$ cat config.mk
export PLATFORM = sky130hd
export DESIGN_NAME = aof_output_format
export DESIGN_NICKNAME = d
export VERILOG_FILES = /design/src/pkg/aof_pkg.sv /design/src/rtl/aof_output_format.sv /design/src/rtl/aof_serial_port.sv
export VERILOG_INCLUDE_DIRS = /design/src /design/src/pkg
export SDC_FILE = /design/constraint.sdc
export NUM_CORES = 1
export LEC_CHECK = 0
export ABC_AREA = 1
export BUFFER_PORTS_ARGS = -buffer_cell sky130_fd_sc_hd__buf_2
export CORE_UTILIZATION = 35
export DETAILED_ROUTE_END_ITERATION = 8
export PLACE_DENSITY = 0.59
export RECOVER_POWER = 100
export SYNTH_ARGS = -nofsm -noshare
export SYNTH_HDL_FRONTEND = slang
export SYNTH_SLANG_ARGS = --single-unit
$ cat constraint.sdc
create_clock -name core_clk -period 3.09 [get_ports core_clk]
set_input_delay 0.309 -clock core_clk [delete_from_list [all_inputs] [get_ports core_clk]]
set_output_delay 0.309 -clock core_clk [all_outputs]
set_load 0.05 [all_outputs]
$ cat src/pkg/aof_defines.svh
`ifndef AOF_DEFINES_SVH
`define AOF_DEFINES_SVH

// register addresses (7-bit serial port address space)
`define AOF_ADDR_PLL_EN1 7'h59
`define AOF_ADDR_CAP2 7'h5D
`define AOF_ADDR_PLL_EN2 7'h5F
`define AOF_ADDR_FMT 7'h62
`define AOF_ADDR_RES 7'h63
`define AOF_ADDR_PHASE 7'h64
`define AOF_ADDR_PAT_A_LO 7'h74
`define AOF_ADDR_PAT_A_HI 7'h75
`define AOF_ADDR_PAT_B_LO 7'h76
`define AOF_ADDR_PAT_B_HI 7'h77
`define AOF_ADDR_POSTPROC 7'h81

// reset values
`define AOF_RST_PLL_EN1 8'h41
`define AOF_RST_CAP2 8'h27
`define AOF_RST_PLL_EN2 8'hF1
`define AOF_RST_FMT 8'h10
`define AOF_RST_RES 8'h01
`define AOF_RST_PHASE 8'h03
`define AOF_RST_ZERO 8'h00
`define AOF_RST_LFSR 16'hACE1

// writable masks, unimplemented bits read as zero
`define AOF_MASK_TOP_UNUSED 8'h7F
`define AOF_MASK_FULL 8'hFF
`define AOF_MASK_POSTPROC 8'h01

// field positions
`define AOF_PLL_MAIN_BIT 1
`define AOF_PLL_OUT_BIT 3
`define AOF_PLL_BIAS_BIT 2
`define AOF_STREAM_BIT 6
`define AOF_FORMAT_BIT 5
`define AOF_MODE_HI 4
`define AOF_MODE_LO 3
`define AOF_PAT_HI 2
`define AOF_PAT_LO 0
`define AOF_NBITS_HI 7
`define AOF_NBITS_LO 4
`define AOF_LOAD_BIT 3
`define AOF_IMODE_HI 2
`define AOF_IMODE_LO 0
`define AOF_PHEN_BIT 7
`define AOF_PHSEL_HI 6
`define AOF_PHSEL_LO 4
`define AOF_CAP_HI 4
`define AOF_CAP_LO 0
`define AOF_POSTPROC_BIT 0

// ramp step dividers, decimation threshold and lfsr taps
`define AOF_RAMP_DIV_16 5'h03
`define AOF_RAMP_DIV_14 5'h0F
`define AOF_RAMP_DIV_1 5'h00
`define AOF_DECIM_MIN 4'h2
`define AOF_LFSR_TAPS 16'hB400

`endif

$ cat src/pkg/aof_pkg.sv
package aof_pkg;

   typedef enum logic [1:0] {
      AOF_OUT_OFF,
      AOF_OUT_CMOS,
      AOF_OUT_LVDS_EVEN,
      AOF_OUT_LVDS_BYTE
   } aof_mode_t;

   typedef enum logic [2:0] {
      AOF_PAT_NORMAL,
      AOF_PAT_CUSTOM,
      AOF_PAT_RAMP,
      AOF_PAT_CHECKER,
      AOF_PAT_ONES,
      AOF_PAT_ALT_LVDS,
      AOF_PAT_SYNC,
      AOF_PAT_PRBS
   } aof_pattern_t;

   // one output word and the side pins that travel with it
   typedef struct packed {
      logic [15:0] data;
      logic overrange;
      logic frame;
      logic extra_one;
      logic extra_two;
   } aof_word_t;

   typedef logic [7:0][15:0] aof_octal_t;

endpackage : aof_pkg

$ cat src/rtl/aof_output_format.sv
`timescale 1ns/1ns
`include "aof_defines.svh"
// What this block does
// RULE1: pll output drives only when output, bias and main pll enables all set
// RULE2: second loop capacitor select is five bits, resets to 00111
// RULE3: format bit set gives offset binary, clear gives two's complement
// RULE4: mode 11 byte ddr, 10 even-bit ddr, 01 cmos, 00 off
// RULE5: byte ddr mode puts bits 15..8 on rise, 7..0 on fall
// RULE6: even-bit ddr puts even bits on rise, odd bits on fall
// RULE7: stream type bit picks serialized or interleaved octal stream
// RULE8: serialized octal: one channel per pair, first channel on highest pair
// RULE9: serialized octal works only while octal post-processing is enabled
// RULE10: interleaved octal sends channels one after another in order
// RULE11: pattern 000 gives adc data, 111 gives lfsr pseudo-random data
// RULE12: pattern 110 gives eight ones then zeros, truncated to resolution
// RULE13: pattern 101 gives 01010101 10101010, truncated to resolution
// RULE14: cmos patterns 100 ones/zeros and 011 checker alternate each word
// RULE15: pattern 010 ramps one step per 4 words at 16 bits, 16 at 14
// RULE16: pattern 001 alternates words a and b, also on side pins
// RULE17: bit count field codes 1..15 select width, 0 means 16 bits
// RULE18: load bit enables internal lvds termination
// RULE19: software uses only drive currents 111, 011, 001, 000
// RULE20: phase delay select has no effect unless its enable is set
// RULE21: phase select shifts output clock by 45 degrees per step
// RULE22: phase delay only when decimation exceeds 2, odd steps on default filter
// RULE23: custom word a is built from low and high byte registers
// RULE24: software keeps unused low custom bits zero
// RULE25: pseudo-random generator uses a fixed maximal polynomial and seed
module aof_output_format
   import aof_pkg::*;
(
   input wire logic core_clk, // sample clock, 20 MHz
   input wire logic reset, // synchronous, active high
   input wire logic sclk_pin, // serial port clock
   input wire logic cs_pin_n, // serial port select, active low
   input wire logic sdi_pin, // serial port data in
   output logic sdo_out, // serial port data out
   output logic sdo_oe_n, // low while sdo driven
   input wire logic [15:0] adc_sample, // two's complement sample
   input wire logic adc_overrange, // overrange from the core
   input wire logic octal_mode, // eight-channel operation
   input wire aof_octal_t octal_samples, // channel samples, index 0 first
   input wire logic [3:0] decim_ratio, // decimation setting
   input wire logic decim_filter_a_default, // filter settings at default
   output logic [7:0] lvds_q, // lvds data pairs
   output logic lvds_dclk, // ddr output clock
   output logic [15:0] cmos_data, // cmos data bus
   output logic overrange_pin, // overrange pin
   output logic frame_clock_pin, // frame clock pin
   output logic extra_data_pin_one, // extra data pin one
   output logic extra_data_pin_two, // extra data pin two
   output logic lvds_term_en, // internal termination enable
   output logic [2:0] drive_current_sel, // lvds drive current code
   output logic pll_out_en, // pll output enabled
   output logic [4:0] loop_cap_second_sel, // loop filter cap two
   output logic [2:0] decim_clock_phase_sel, // applied 45 degree steps
   output logic phase_shift_active // phase delay in use
);
   logic [7:0] pll_en1_reg, cap2_reg, pll_en2_reg, fmt_reg, res_reg, phase_reg;
   logic [7:0] pat_a_lo_reg, pat_a_hi_reg, pat_b_lo_reg, pat_b_hi_reg, postproc_reg;
   logic [6:0] spi_addr;
   logic [7:0] spi_wdata, rd_data;
   logic spi_wr;
   logic half_reg, alt_reg;
   logic [2:0] chan_reg;
   logic [4:0] ramp_div_reg;
   logic [15:0] ramp_reg, lfsr_reg, lfsr_next, pat_a, pat_b, sample_fmt, res_mask;
   aof_word_t word_reg, word_next;
   logic [7:0][15:0] ser_reg;
   logic [7:0] rise_bits, fall_bits, ser_bits;
   aof_mode_t mode;
   aof_pattern_t pattern;
   logic [4:0] nbits;
   logic serial_on, load_en;

   aof_serial_port u_port (
      .core_clk(core_clk),
      .reset(reset),
      .sclk_pin(sclk_pin),
      .cs_pin_n(cs_pin_n),
      .sdi_pin(sdi_pin),
      .rd_data(rd_data),
      .sdo_out(sdo_out),
      .sdo_oe_n(sdo_oe_n),
      .addr(spi_addr),
      .wr_data(spi_wdata),
      .wr_pulse(spi_wr)
   );

   // number of output bits for a field code
   function automatic logic [4:0] width_of(input logic [3:0] code);
      width_of = (code == 4'h0) ? 5'h10 : {1'b0, code}; // RULE17
   endfunction : width_of

   // keeps the top n bits of the data word; with pattern 001 low bits 1 and 0 still leave on the extra data pins
   function automatic logic [15:0] top_mask(input logic [4:0] n);
      top_mask = ~(16'hFFFF >> n);
   endfunction : top_mask

   always_ff @(posedge core_clk) begin
      if (reset) begin
         pll_en1_reg <= `AOF_RST_PLL_EN1;
         cap2_reg <= `AOF_RST_CAP2; // RULE2
         pll_en2_reg <= `AOF_RST_PLL_EN2;
         fmt_reg <= `AOF_RST_FMT;
         res_reg <= `AOF_RST_RES;
         phase_reg <= `AOF_RST_PHASE;
         pat_a_lo_reg <= `AOF_RST_ZERO;
         pat_a_hi_reg <= `AOF_RST_ZERO;
         pat_b_lo_reg <= `AOF_RST_ZERO;
         pat_b_hi_reg <= `AOF_RST_ZERO;
         postproc_reg <= `AOF_RST_ZERO;
      end else if (spi_wr) begin
         if (spi_addr == `AOF_ADDR_PLL_EN1) begin
            pll_en1_reg <= spi_wdata & `AOF_MASK_TOP_UNUSED;
         end else if (spi_addr == `AOF_ADDR_CAP2) begin
            cap2_reg <= spi_wdata & `AOF_MASK_TOP_UNUSED; // RULE2
         end else if (spi_addr == `AOF_ADDR_PLL_EN2) begin
            pll_en2_reg <= spi_wdata;
         end else if (spi_addr == `AOF_ADDR_FMT) begin
            fmt_reg <= spi_wdata & `AOF_MASK_TOP_UNUSED;
         end else if (spi_addr == `AOF_ADDR_RES) begin
            res_reg <= spi_wdata; // RULE19
         end else if (spi_addr == `AOF_ADDR_PHASE) begin
            phase_reg <= spi_wdata;
         end else if (spi_addr == `AOF_ADDR_PAT_A_LO) begin
            pat_a_lo_reg <= spi_wdata; // RULE24
         end else if (spi_addr == `AOF_ADDR_PAT_A_HI) begin
            pat_a_hi_reg <= spi_wdata;
         end else if (spi_addr == `AOF_ADDR_PAT_B_LO) begin
            pat_b_lo_reg <= spi_wdata;
         end else if (spi_addr == `AOF_ADDR_PAT_B_HI) begin
            pat_b_hi_reg <= spi_wdata;
         end else if (spi_addr == `AOF_ADDR_POSTPROC) begin
            postproc_reg <= spi_wdata & `AOF_MASK_POSTPROC;
         end
      end
   end

   // unmapped addresses read as zero
   always_comb begin
      if (spi_addr == `AOF_ADDR_PLL_EN1) begin
         rd_data = pll_en1_reg;
      end else if (spi_addr == `AOF_ADDR_CAP2) begin
         rd_data = cap2_reg;
      end else if (spi_addr == `AOF_ADDR_PLL_EN2) begin
         rd_data = pll_en2_reg;
      end else if (spi_addr == `AOF_ADDR_FMT) begin
         rd_data = fmt_reg;
      end else if (spi_addr == `AOF_ADDR_RES) begin
         rd_data = res_reg;
      end else if (spi_addr == `AOF_ADDR_PHASE) begin
         rd_data = phase_reg;
      end else if (spi_addr == `AOF_ADDR_PAT_A_LO) begin
         rd_data = pat_a_lo_reg;
      end else if (spi_addr == `AOF_ADDR_PAT_A_HI) begin
         rd_data = pat_a_hi_reg;
      end else if (spi_addr == `AOF_ADDR_PAT_B_LO) begin
         rd_data = pat_b_lo_reg;
      end else if (spi_addr == `AOF_ADDR_PAT_B_HI) begin
         rd_data = pat_b_hi_reg;
      end else if (spi_addr == `AOF_ADDR_POSTPROC) begin
         rd_data = postproc_reg;
      end else begin
         rd_data = 8'h00;
      end
   end

   assign mode = aof_mode_t'(fmt_reg[`AOF_MODE_HI:`AOF_MODE_LO]);
   assign pattern = aof_pattern_t'(fmt_reg[`AOF_PAT_HI:`AOF_PAT_LO]);
   assign nbits = width_of(res_reg[`AOF_NBITS_HI:`AOF_NBITS_LO]);
   assign res_mask = top_mask(nbits); // RULE12 RULE13
   assign pat_a = {pat_a_hi_reg, pat_a_lo_reg}; // RULE23
   assign pat_b = {pat_b_hi_reg, pat_b_lo_reg};
   // serial octal needs 16 bits, the octal bit and post-processing enable
   assign serial_on = octal_mode && fmt_reg[`AOF_STREAM_BIT] && postproc_reg[`AOF_POSTPROC_BIT]
      && nbits == 5'h10; // RULE7 RULE8 RULE9
   // a new word is taken at the end of each rising half
   assign load_en = half_reg;

   // one core cycle per ddr half, so the output clock runs at half the core rate
   always_ff @(posedge core_clk) begin
      if (reset) begin
         half_reg <= 1'b0;
      end else begin
         half_reg <= ~half_reg;
      end
   end

   // galois lfsr, taps for x^16+x^14+x^13+x^11+1, never stuck at zero from this seed
   assign lfsr_next = lfsr_reg[0] ? ((lfsr_reg >> 1) ^ `AOF_LFSR_TAPS) : (lfsr_reg >> 1);

   always_ff @(posedge core_clk) begin
      if (reset) begin
         lfsr_reg <= `AOF_RST_LFSR; // RULE25
         alt_reg <= 1'b0;
         chan_reg <= 3'h0;
      end else if (load_en) begin
         lfsr_reg <= lfsr_next; // RULE11
         alt_reg <= ~alt_reg;
         chan_reg <= chan_reg + 3'h1; // RULE10
      end
   end

   always_ff @(posedge core_clk) begin
      if (reset || pattern != AOF_PAT_RAMP) begin
         ramp_reg <= 16'h0000;
         ramp_div_reg <= 5'h00;
      end else if (load_en) begin
         if (ramp_div_reg == ((nbits == 5'h10) ? `AOF_RAMP_DIV_16 :
               (nbits == 5'h0E) ? `AOF_RAMP_DIV_14 : `AOF_RAMP_DIV_1)) begin // RULE15
            ramp_div_reg <= 5'h00;
            ramp_reg <= ramp_reg + (16'h8000 >> (nbits - 5'h01));
         end else begin
            ramp_div_reg <= ramp_div_reg + 5'h01;
         end
      end
   end

   always_comb begin
      sample_fmt = octal_mode ? octal_samples[chan_reg] : adc_sample;
      if (fmt_reg[`AOF_FORMAT_BIT]) begin
         sample_fmt = {~sample_fmt[15], sample_fmt[14:0]}; // RULE3
      end
      word_next.overrange = adc_overrange;
      word_next.frame = octal_mode ? (chan_reg == 3'h0) : alt_reg;
      word_next.extra_one = 1'b0;
      word_next.extra_two = 1'b0;
      case (pattern)
         AOF_PAT_NORMAL: word_next.data = sample_fmt; // RULE11
         AOF_PAT_PRBS: word_next.data = lfsr_reg; // RULE11
         AOF_PAT_SYNC: word_next.data = 16'hFF00; // RULE12
         AOF_PAT_ALT_LVDS: word_next.data = 16'h55AA; // RULE13
         AOF_PAT_ONES: word_next.data = alt_reg ? 16'h0000 : 16'hFFFF; // RULE14
         AOF_PAT_CHECKER: word_next.data = alt_reg ? 16'hAAAA : 16'h5555; // RULE14
         AOF_PAT_RAMP: word_next.data = ramp_reg; // RULE15
         default: begin
            // a in even words, b in odd words, side pins follow the word
            word_next.data = alt_reg ? pat_b : pat_a; // RULE16
            word_next.overrange = word_next.data[15]; // RULE16
            word_next.frame = word_next.data[14];
            word_next.extra_one = word_next.data[1];
            word_next.extra_two = word_next.data[0];
         end
      endcase
      word_next.data = word_next.data & res_mask; // RULE17
   end

   always_ff @(posedge core_clk) begin
      if (reset) begin
         word_reg <= '0;
      end else if (load_en) begin
         word_reg <= word_next;
      end
   end

   // each pair shifts its channel out msb first, two bits per output clock
   always_ff @(posedge core_clk) begin
      if (reset) begin
         ser_reg <= '0;
      end else if (load_en && chan_reg == 3'h7) begin
         for (int p = 0; p < 8; p++) begin
            ser_reg[p] <= octal_samples[7 - p] ^ {fmt_reg[`AOF_FORMAT_BIT], 15'h0000}; // RULE8
         end
      end else begin
         for (int p = 0; p < 8; p++) begin
            ser_reg[p] <= {ser_reg[p][14:0], 1'b0};
         end
      end
   end

   generate
      for (genvar i = 0; i < 8; i++) begin : g_pair
         assign rise_bits[i] = (mode == AOF_OUT_LVDS_BYTE) ? word_reg.data[i + 8] :
            word_reg.data[2 * i]; // RULE5 RULE6
         assign fall_bits[i] = (mode == AOF_OUT_LVDS_BYTE) ? word_reg.data[i] :
            word_reg.data[2 * i + 1]; // RULE5 RULE6
         assign ser_bits[i] = ser_reg[i][15];
      end
   endgenerate

   // all pins rest low while outputs are disabled
   always_ff @(posedge core_clk) begin
      if (reset || mode == AOF_OUT_OFF) begin // RULE4
         lvds_q <= 8'h00;
         lvds_dclk <= 1'b0;
         cmos_data <= 16'h0000;
         overrange_pin <= 1'b0;
         frame_clock_pin <= 1'b0;
         extra_data_pin_one <= 1'b0;
         extra_data_pin_two <= 1'b0;
      end else begin
         extra_data_pin_one <= word_reg.extra_one;
         extra_data_pin_two <= word_reg.extra_two;
         overrange_pin <= word_reg.overrange;
         if (mode == AOF_OUT_CMOS) begin // RULE4
            cmos_data <= word_reg.data;
            lvds_q <= 8'h00;
            lvds_dclk <= ~half_reg;
            frame_clock_pin <= word_reg.frame;
         end else begin
            cmos_data <= 16'h0000;
            lvds_dclk <= ~half_reg;
            if (serial_on && pattern == AOF_PAT_NORMAL) begin
               lvds_q <= ser_bits; // RULE8
               frame_clock_pin <= chan_reg[2] == 1'b0;
            end else begin
               lvds_q <= half_reg ? fall_bits : rise_bits; // RULE5 RULE6
               frame_clock_pin <= word_reg.frame;
            end
         end
      end
   end

   // analog-side controls
   always_ff @(posedge core_clk) begin
      if (reset) begin
         lvds_term_en <= 1'b0;
         drive_current_sel <= 3'h1;
         pll_out_en <= 1'b0;
         loop_cap_second_sel <= 5'h07;
         decim_clock_phase_sel <= 3'h0;
         phase_shift_active <= 1'b0;
      end else begin
         lvds_term_en <= res_reg[`AOF_LOAD_BIT]; // RULE18
         drive_current_sel <= res_reg[`AOF_IMODE_HI:`AOF_IMODE_LO];
         pll_out_en <= pll_en2_reg[`AOF_PLL_OUT_BIT] && pll_en2_reg[`AOF_PLL_BIAS_BIT]
            && pll_en1_reg[`AOF_PLL_MAIN_BIT]; // RULE1
         loop_cap_second_sel <= cap2_reg[`AOF_CAP_HI:`AOF_CAP_LO]; // RULE2
         // phase stays at the reference step unless enabled and decimating above 2
         if (phase_reg[`AOF_PHEN_BIT] && decim_ratio > `AOF_DECIM_MIN) begin // RULE20 RULE22
            phase_shift_active <= 1'b1;
            decim_clock_phase_sel <= {phase_reg[`AOF_PHSEL_HI:`AOF_PHSEL_LO + 1],
               phase_reg[`AOF_PHSEL_LO] | decim_filter_a_default}; // RULE21 RULE22
         end else begin
            phase_shift_active <= 1'b0;
            decim_clock_phase_sel <= 3'h0;
         end
      end
   end
endmodule : aof_output_format

$ cat src/rtl/aof_serial_port.sv
`timescale 1ns/1ns
`include "aof_defines.svh"
// 16-bit frame: read flag, 7 address bits, 8 data bits, msb first on rising sclk
module aof_serial_port
   import aof_pkg::*;
(
   input wire logic core_clk, // system clock
   input wire logic reset, // synchronous, active high
   input wire logic sclk_pin, // serial clock, asynchronous
   input wire logic cs_pin_n, // chip select, active low
   input wire logic sdi_pin, // serial data in
   input wire logic [7:0] rd_data, // read data for addr
   output logic sdo_out, // serial data out
   output logic sdo_oe_n, // low while driving sdo
   output logic [6:0] addr, // frame address
   output logic [7:0] wr_data, // write data
   output logic wr_pulse // one-cycle write strobe
);
   logic [2:0] sclk_sync_reg, cs_sync_reg;
   logic [1:0] sdi_sync_reg;
   logic [15:0] shift_reg;
   logic [4:0] count_reg;
   logic [7:0] out_reg;
   logic sclk_rise, sclk_fall, cs_active;

   // two stages before any logic; third stage only for edge finding
   always_ff @(posedge core_clk) begin
      if (reset) begin
         sclk_sync_reg <= 3'h0;
         cs_sync_reg <= 3'h7;
         sdi_sync_reg <= 2'h0;
      end else begin
         sclk_sync_reg <= {sclk_sync_reg[1:0], sclk_pin};
         cs_sync_reg <= {cs_sync_reg[1:0], cs_pin_n};
         sdi_sync_reg <= {sdi_sync_reg[0], sdi_pin};
      end
   end

   assign sclk_rise = sclk_sync_reg[1] & ~sclk_sync_reg[2];
   assign sclk_fall = ~sclk_sync_reg[1] & sclk_sync_reg[2];
   assign cs_active = ~cs_sync_reg[1];
   assign addr = (count_reg == 5'h10) ? shift_reg[14:8] : shift_reg[6:0];
   assign wr_data = shift_reg[7:0];

   always_ff @(posedge core_clk) begin
      if (reset || !cs_active) begin
         shift_reg <= 16'h0000;
         count_reg <= 5'h00;
         wr_pulse <= 1'b0;
      end else begin
         wr_pulse <= 1'b0;
         if (sclk_rise && count_reg != 5'h10) begin
            shift_reg <= {shift_reg[14:0], sdi_sync_reg[1]};
            count_reg <= count_reg + 5'h01;
            if (count_reg == 5'h0F && !shift_reg[14]) begin
               wr_pulse <= 1'b1;
            end
         end
      end
   end

   // read data is captured once the address is complete, then shifted on falling sclk
   always_ff @(posedge core_clk) begin
      if (reset || !cs_active) begin
         out_reg <= 8'h00;
         sdo_out <= 1'b0;
         sdo_oe_n <= 1'b1;
      end else if (count_reg == 5'h08 && shift_reg[7] && sdo_oe_n) begin
         out_reg <= {rd_data[6:0], 1'b0};
         sdo_out <= rd_data[7];
         sdo_oe_n <= 1'b0;
      end else if (sclk_fall && !sdo_oe_n) begin
         out_reg <= {out_reg[6:0], 1'b0};
         sdo_out <= out_reg[7];
      end
   end
endmodule : aof_serial_port

# Word level (Yosys, flattened, before mapping)
# Index checks and enable logic that the tools add are counted.
[totals] reg_bits=348 word_cells=226
[op_classes] add_sub_neg=5 order_cmp=2 n_eq_ne=28 n_shift=2 mux=54 bitwise=34 reduce_logical=41
[ops] cell="$mux W128" count=1
[ops] cell="$xor A16 B16 Y16" count=8
[ops] cell="$mux W16" count=7
[ops] cell="$mux W8" count=14
[ops] cell="$pmux W16 S7" count=1
[ops] cell="$eq A7 B7 Y1 const B" count=10
[ops] cell="$bmux W16 S3" count=1
[ops] cell="$shr A16 B5 Y16 const A" count=2
[ops] cell="$mux W1" count=24
[ops] cell="$not A1 Y1" count=20
[ops] cell="$add A16 B16 Y16" count=1
[ops] cell="$and A16 B16 Y16" count=1
[ops] cell="$not A16 Y16" count=1
[ops] cell="$eq A3 B3 Y1 const B" count=5
[ops] cell="$eq A5 B4 Y1 const B" count=3
[ops] cell="$logic_and A1 B1 Y1" count=13
[ops] cell="$mux W4" count=3
[ops] cell="$reduce_and A12 Y1" count=1
[ops] cell="$reduce_and A11 Y1" count=1
[ops] cell="$add A5 B1 Y5 const B" count=2
[ops] cell="$eq A5 B5 Y1 const B" count=2
[ops] cell="$mux W5" count=2
[ops] cell="$reduce_and A10 Y1" count=1
[ops] cell="$reduce_or A2 Y1" count=5
[ops] cell="30 further kinds" count=37

# Depth between registers and ports, before layout
[depth] ltp_word=15 mapped_depth=21

# Hierarchy
# Synthesis repeated with hierarchy kept, for this count alone.
[hier_totals] hier_cells=2388 area_unflattened_um2=16383.2
[by_module_without_submodules] module="aof_output_format" instances=1 cells_each=2166 area_each_um2=14651.6 seq_area_each_um2=6226.0
[by_module_without_submodules] module="aof_serial_port" instances=1 cells_each=222 area_each_um2=1731.7 seq_area_each_um2=740.7

# Least setup slack after synthesis
# No wires, ideal clock.
[synth_timing] path_kind="register -> register" start="reg res_reg[5]" end="reg ramp_reg[12]" setup_time_ns=0.121 arrival_time_ns=2.760 t_required_ns=2.969 setup_slack_ns=0.209 path_stages_with_launch=18 n_path_buf=0 period_less_slack_ns=2.881 cell_sequence="dfxtp_1 > nor2_1 > inv_1 > nor2_1 > ha_1 > inv_1 > fa_1 > o31ai_1 > nand2_1 > nand2_1 > inv_1 > o21ai_0 > inv_1 > o21a_1 > o21ai_0 > nand2_1 > nand2_1 > o21ai_0"
[synth_via] elab_chain_len=7 word_cells_on_any_way=11 cone_classes="add/sub: 2; eq/ne: 3; shift: 1; mux: 3; reduce/logical: 2"
[synth_rtl] item="from (decl)" line="aof_output_format.sv:59" rtl="logic [7:0] pll_en1_reg, cap2_reg, pll_en2_reg, fmt_reg, res_reg, phase_reg;"
[synth_rtl] item="from (signal assigned)" line="aof_output_format.sv:106" rtl="res_reg <= `AOF_RST_RES;"
[synth_rtl] item="from (signal assigned)" line="aof_output_format.sv:123" rtl="res_reg <= spi_wdata;"
[synth_rtl] item="$logic_not A4 Y1" line="aof_output_format.sv:92" rtl="width_of = (code == 4'h0) ? 5'h10 : {1'b0, code};"
[synth_rtl] item="$mux W5 (*)" line="aof_output_format.sv:92"
[synth_rtl] item="branches (longest 5 deep; another with $add A16 B16 Y16)"
[synth_rtl] item="to (signal assigned)" line="aof_output_format.sv:213" rtl="ramp_reg <= ramp_reg + (16'h8000 >> (nbits - 5'h01));"
[synth_rtl] item="to (decl)" line="aof_output_format.sv:67" rtl="logic [15:0] ramp_reg, lfsr_reg, lfsr_next, pat_a, pat_b, sample_fmt, res_mask;"
# Mark *: on every way between the ends.
# A chain may end at the register's enable or synchronous reset.

# Final worst setup path
[layout_timing] start="reg res_reg[4]" end="reg ramp_reg[12]"
# The elaborated chain is that of the path after synthesis.

==> impl_metrics.env <==
export IMPL_path_max_fanout=2
export IMPL_cts_tree="done"
export IMPL_startpoint_type="register"
export IMPL_antenna_left=0
export IMPL_row_count=77
export IMPL_critical_path_class="register to register"
export IMPL_ir_drop_mv=0.313
export IMPL_synth_top_area_share_pct=44.5
export IMPL_p_leak_nw=7.41
export IMPL_dp_final_hpwl_mm=41.3
export IMPL_gp_congestion=0.930
export IMPL_grt_antenna_before_repair=9
export IMPL_io_pins=201
export IMPL_synth_fp_nets=2319
export IMPL_via_per_inst=5.26
export IMPL_post_cts_setup_buffers=0
export IMPL_port_buffers=200
export IMPL_clkLatencyLatePin_ns=0.57
export IMPL_final_net_count=2511
export IMPL_layout_common_cells="nor2_1 (416), o21ai_0 (361), dfxtp_1 (348)"
export IMPL_finalCritPeriodShare_pct=90.6
export IMPL_vias=15555
export IMPL_clock_skew_ns=0.0221
export IMPL_synth_cells=2139
export IMPL_synth_edf_count=0
export IMPL_clk_pin_slew_ns=0.06
export IMPL_yosys_top_cells_area="dfxtp_1 (45%), o21ai_0 (11%), nor2_1 (10%)"
export IMPL_final_cell_area_um2=18700
export IMPL_drive_gt1_share_pct=13.8
export IMPL_grt_pass1_wl_mm=85.8
export IMPL_netlist_area_um2=15600
export IMPL_clock_path_buffers=3
export IMPL_grt_overflow=0
export IMPL_final_common_cell="nor2_1"
export IMPL_clock_tree_root_cell="clkbuf_16"
export IMPL_core_um2=44100
export IMPL_areaGrowthSynthToFinish_pct=19.4
export IMPL_grt_max_degree=107
export IMPL_final_hold_viol_count=0
export IMPL_yosysTopAreaCell="dfxtp_1"
export IMPL_finalPower_mw=10.1
export IMPL_setup_viol=0
export IMPL_endpoint_kind="register"
export IMPL_post_synth_num_cell_types=53
export IMPL_grt_setup_unrepaired="no"
export IMPL_finalWorstPathRequiredPeriod_ns=2.80
export IMPL_finalMaxSlewViolations=0
export IMPL_die_area_um2=45600
export IMPL_slew_headroom_pct=15.2
export IMPL_synth_async_reset_ratio_pct=0
export IMPL_place_area_um2=17400
export IMPL_cts_max_level=2
export IMPL_worstMarginPinSlew_ns=1.27
export IMPL_required_ns=3.53
export IMPL_violations="design-rule violations"
export IMPL_crit_arrival_ns=3.24
export IMPL_drt_iter0_drc=1421
export IMPL_start_util_pct=35.5
export IMPL_max_freq_mhz=357
export IMPL_hp_class="primary input to register"
export IMPL_grt_usage_pct=24.5
export IMPL_fin_setup_tns_ns=0
export IMPL_yosysWarningCount=0
export IMPL_drt_pass1_iterations=8
export IMPL_ys_seq_area_share_pct=44.5
export IMPL_p_per_area_nw_per_um2=540
export IMPL_wl_per_cell_um=18.9
export IMPL_grt_pass1_vias=14708
export IMPL_drcViolationCount=4
export IMPL_die_y_um=213
export IMPL_largest_register_ffs=120
export IMPL_drt_wl_total_mm=55.9
export IMPL_synth_seq_cells=348
export IMPL_fp_dieW_um=213
export IMPL_outcome="finished with violations"
export IMPL_syn_avg_cell_area_um2=7.32
export IMPL_drv_cap=0
export IMPL_cts_buffers=41
export IMPL_cts_sinks=348
export IMPL_synth_main_ff_cell="dfxtp_1"
-- layout make-up --
type | instances | area (um2)
Fill cell | 4640 | 25400
Multi-Input combinational cell | 1476 | 7430
Sequential cell | 348 | 6970
Timing Repair Buffer | 270 | 1480
Clock buffer | 56 | 1160
Tap cell | 592 | 741
Inverter | 194 | 729
Clock inverter | 14 | 141
Antenna cell | 8 | 20.0
-- timing repair --
action	CTS	global route
hold buffers	10	0
endpoints found under the hold margin	10	0
gates resized for setup	0	5
endpoints found under the setup margin	0	3
-- cell families after synthesis --
| kind of cell | share of synthesized area, % |
|---|---|
| AOI/OAI and AO/OA | 23.9 |
| xor gates and xnor gates | 1.12 |
| DFF | 44.5 |
| adders and majority gates | 1.97 |
| buffers and inverters | 7.87 |
| and+or+nand+nor | 20.6 |
-- metrics by stage --
stage | util, % | worst slack (ns) | cells | hold slack, ns
floorplan | - | 0.209 | 2139 | 0.388
global placement | 39.4 | 0.165 | 2870 | 0.390
detailed placement | 39.4 | 0.0772 | 2870 | 0.398
CTS | 42.6 | 0.0517 | 2950 | 0.00194
global route | 42.3 | 0.0234 | 2954 | 0.0229
finish | 42.3 | 0.290 | 2958 | 0.0232
-- path summary, 6_finish.rpt --
| kind | slack [ns] | depth (start not counted) | from | to |
|---|---|---|---|---|
| worst max-delay path | 0.29 | 17 | res_reg[4]$_SDFFE_PP0P_ | ramp_reg[12]$_SDFFE_PP0P_ |
| worst min-delay path | 0.02 | 3 | octal_samples[13] | ser_reg[125]$_SDFF_PP0_ |
| worst max register to register | 0.29 | 17 | res_reg[4]$_SDFFE_PP0P_ | ramp_reg[12]$_SDFFE_PP0P_ |
| worst min register to register | 0.40 | 2 | u_port.sdi_sync_reg[0]$_SDFF_PP0_ | u_port.sdi_sync_reg[1]$_SDFF_PP0_ |
-- Yosys cell counts, drive strengths merged (2+ instances only) --
master,instances
ha,23
a211oi,24
nor2,425
clkinv,4
nand3,61
o211ai,31
nor3,18
xnor2,11
xor2,9
nand2,225
nor4,3
o2111ai,16
nand3b,4
a31oi,10
o221ai,13
clkbuf,102
dfxtp,348
o21a,2
o22ai,39
o21ai,365
inv,190
buf,19
or2,12
a22oi,13
nand4,15
a21oi,149
-- power by group --
group / switching, mW / leakage [nW] / internal, mW
Combinational: 0.502 / 3.95 / 0.243
Sequential: 0.0262 / 2.81 / 4.54
Clock: 1.97 / 0.645 / 2.80
-- per-layer routing --
metal  part of all wire [%]  routed length [um]  vias up  GRT usage, %
met4                    3.5                1960        8          9.90
met3                    6.9                3850      125          4.51
met2                     45               25300      533          39.5
li1                       -                   -     7573             -
met5                  0.097                  54        -             0
met1                     44               24700     7316          32.3
-- critical path, stage by stage, from the launching register on --
cell and delay (ns):
dfxtp_1 0.32, nor2_1 0.15, inv_1 0.08, nor2_1 0.18, ha_1 0.19, inv_1 0.06
fa_1 0.43, o31ai_2 0.24, nand2_1 0.08, nand2_1 0.09, inv_1 0.06, o21ai_1 0.17
inv_1 0.08, o21a_1 0.19, o21ai_1 0.17, nand2_1 0.07, nand2_1 0.05, o21ai_0 0.07
Power figures use the tool's default switching activity.
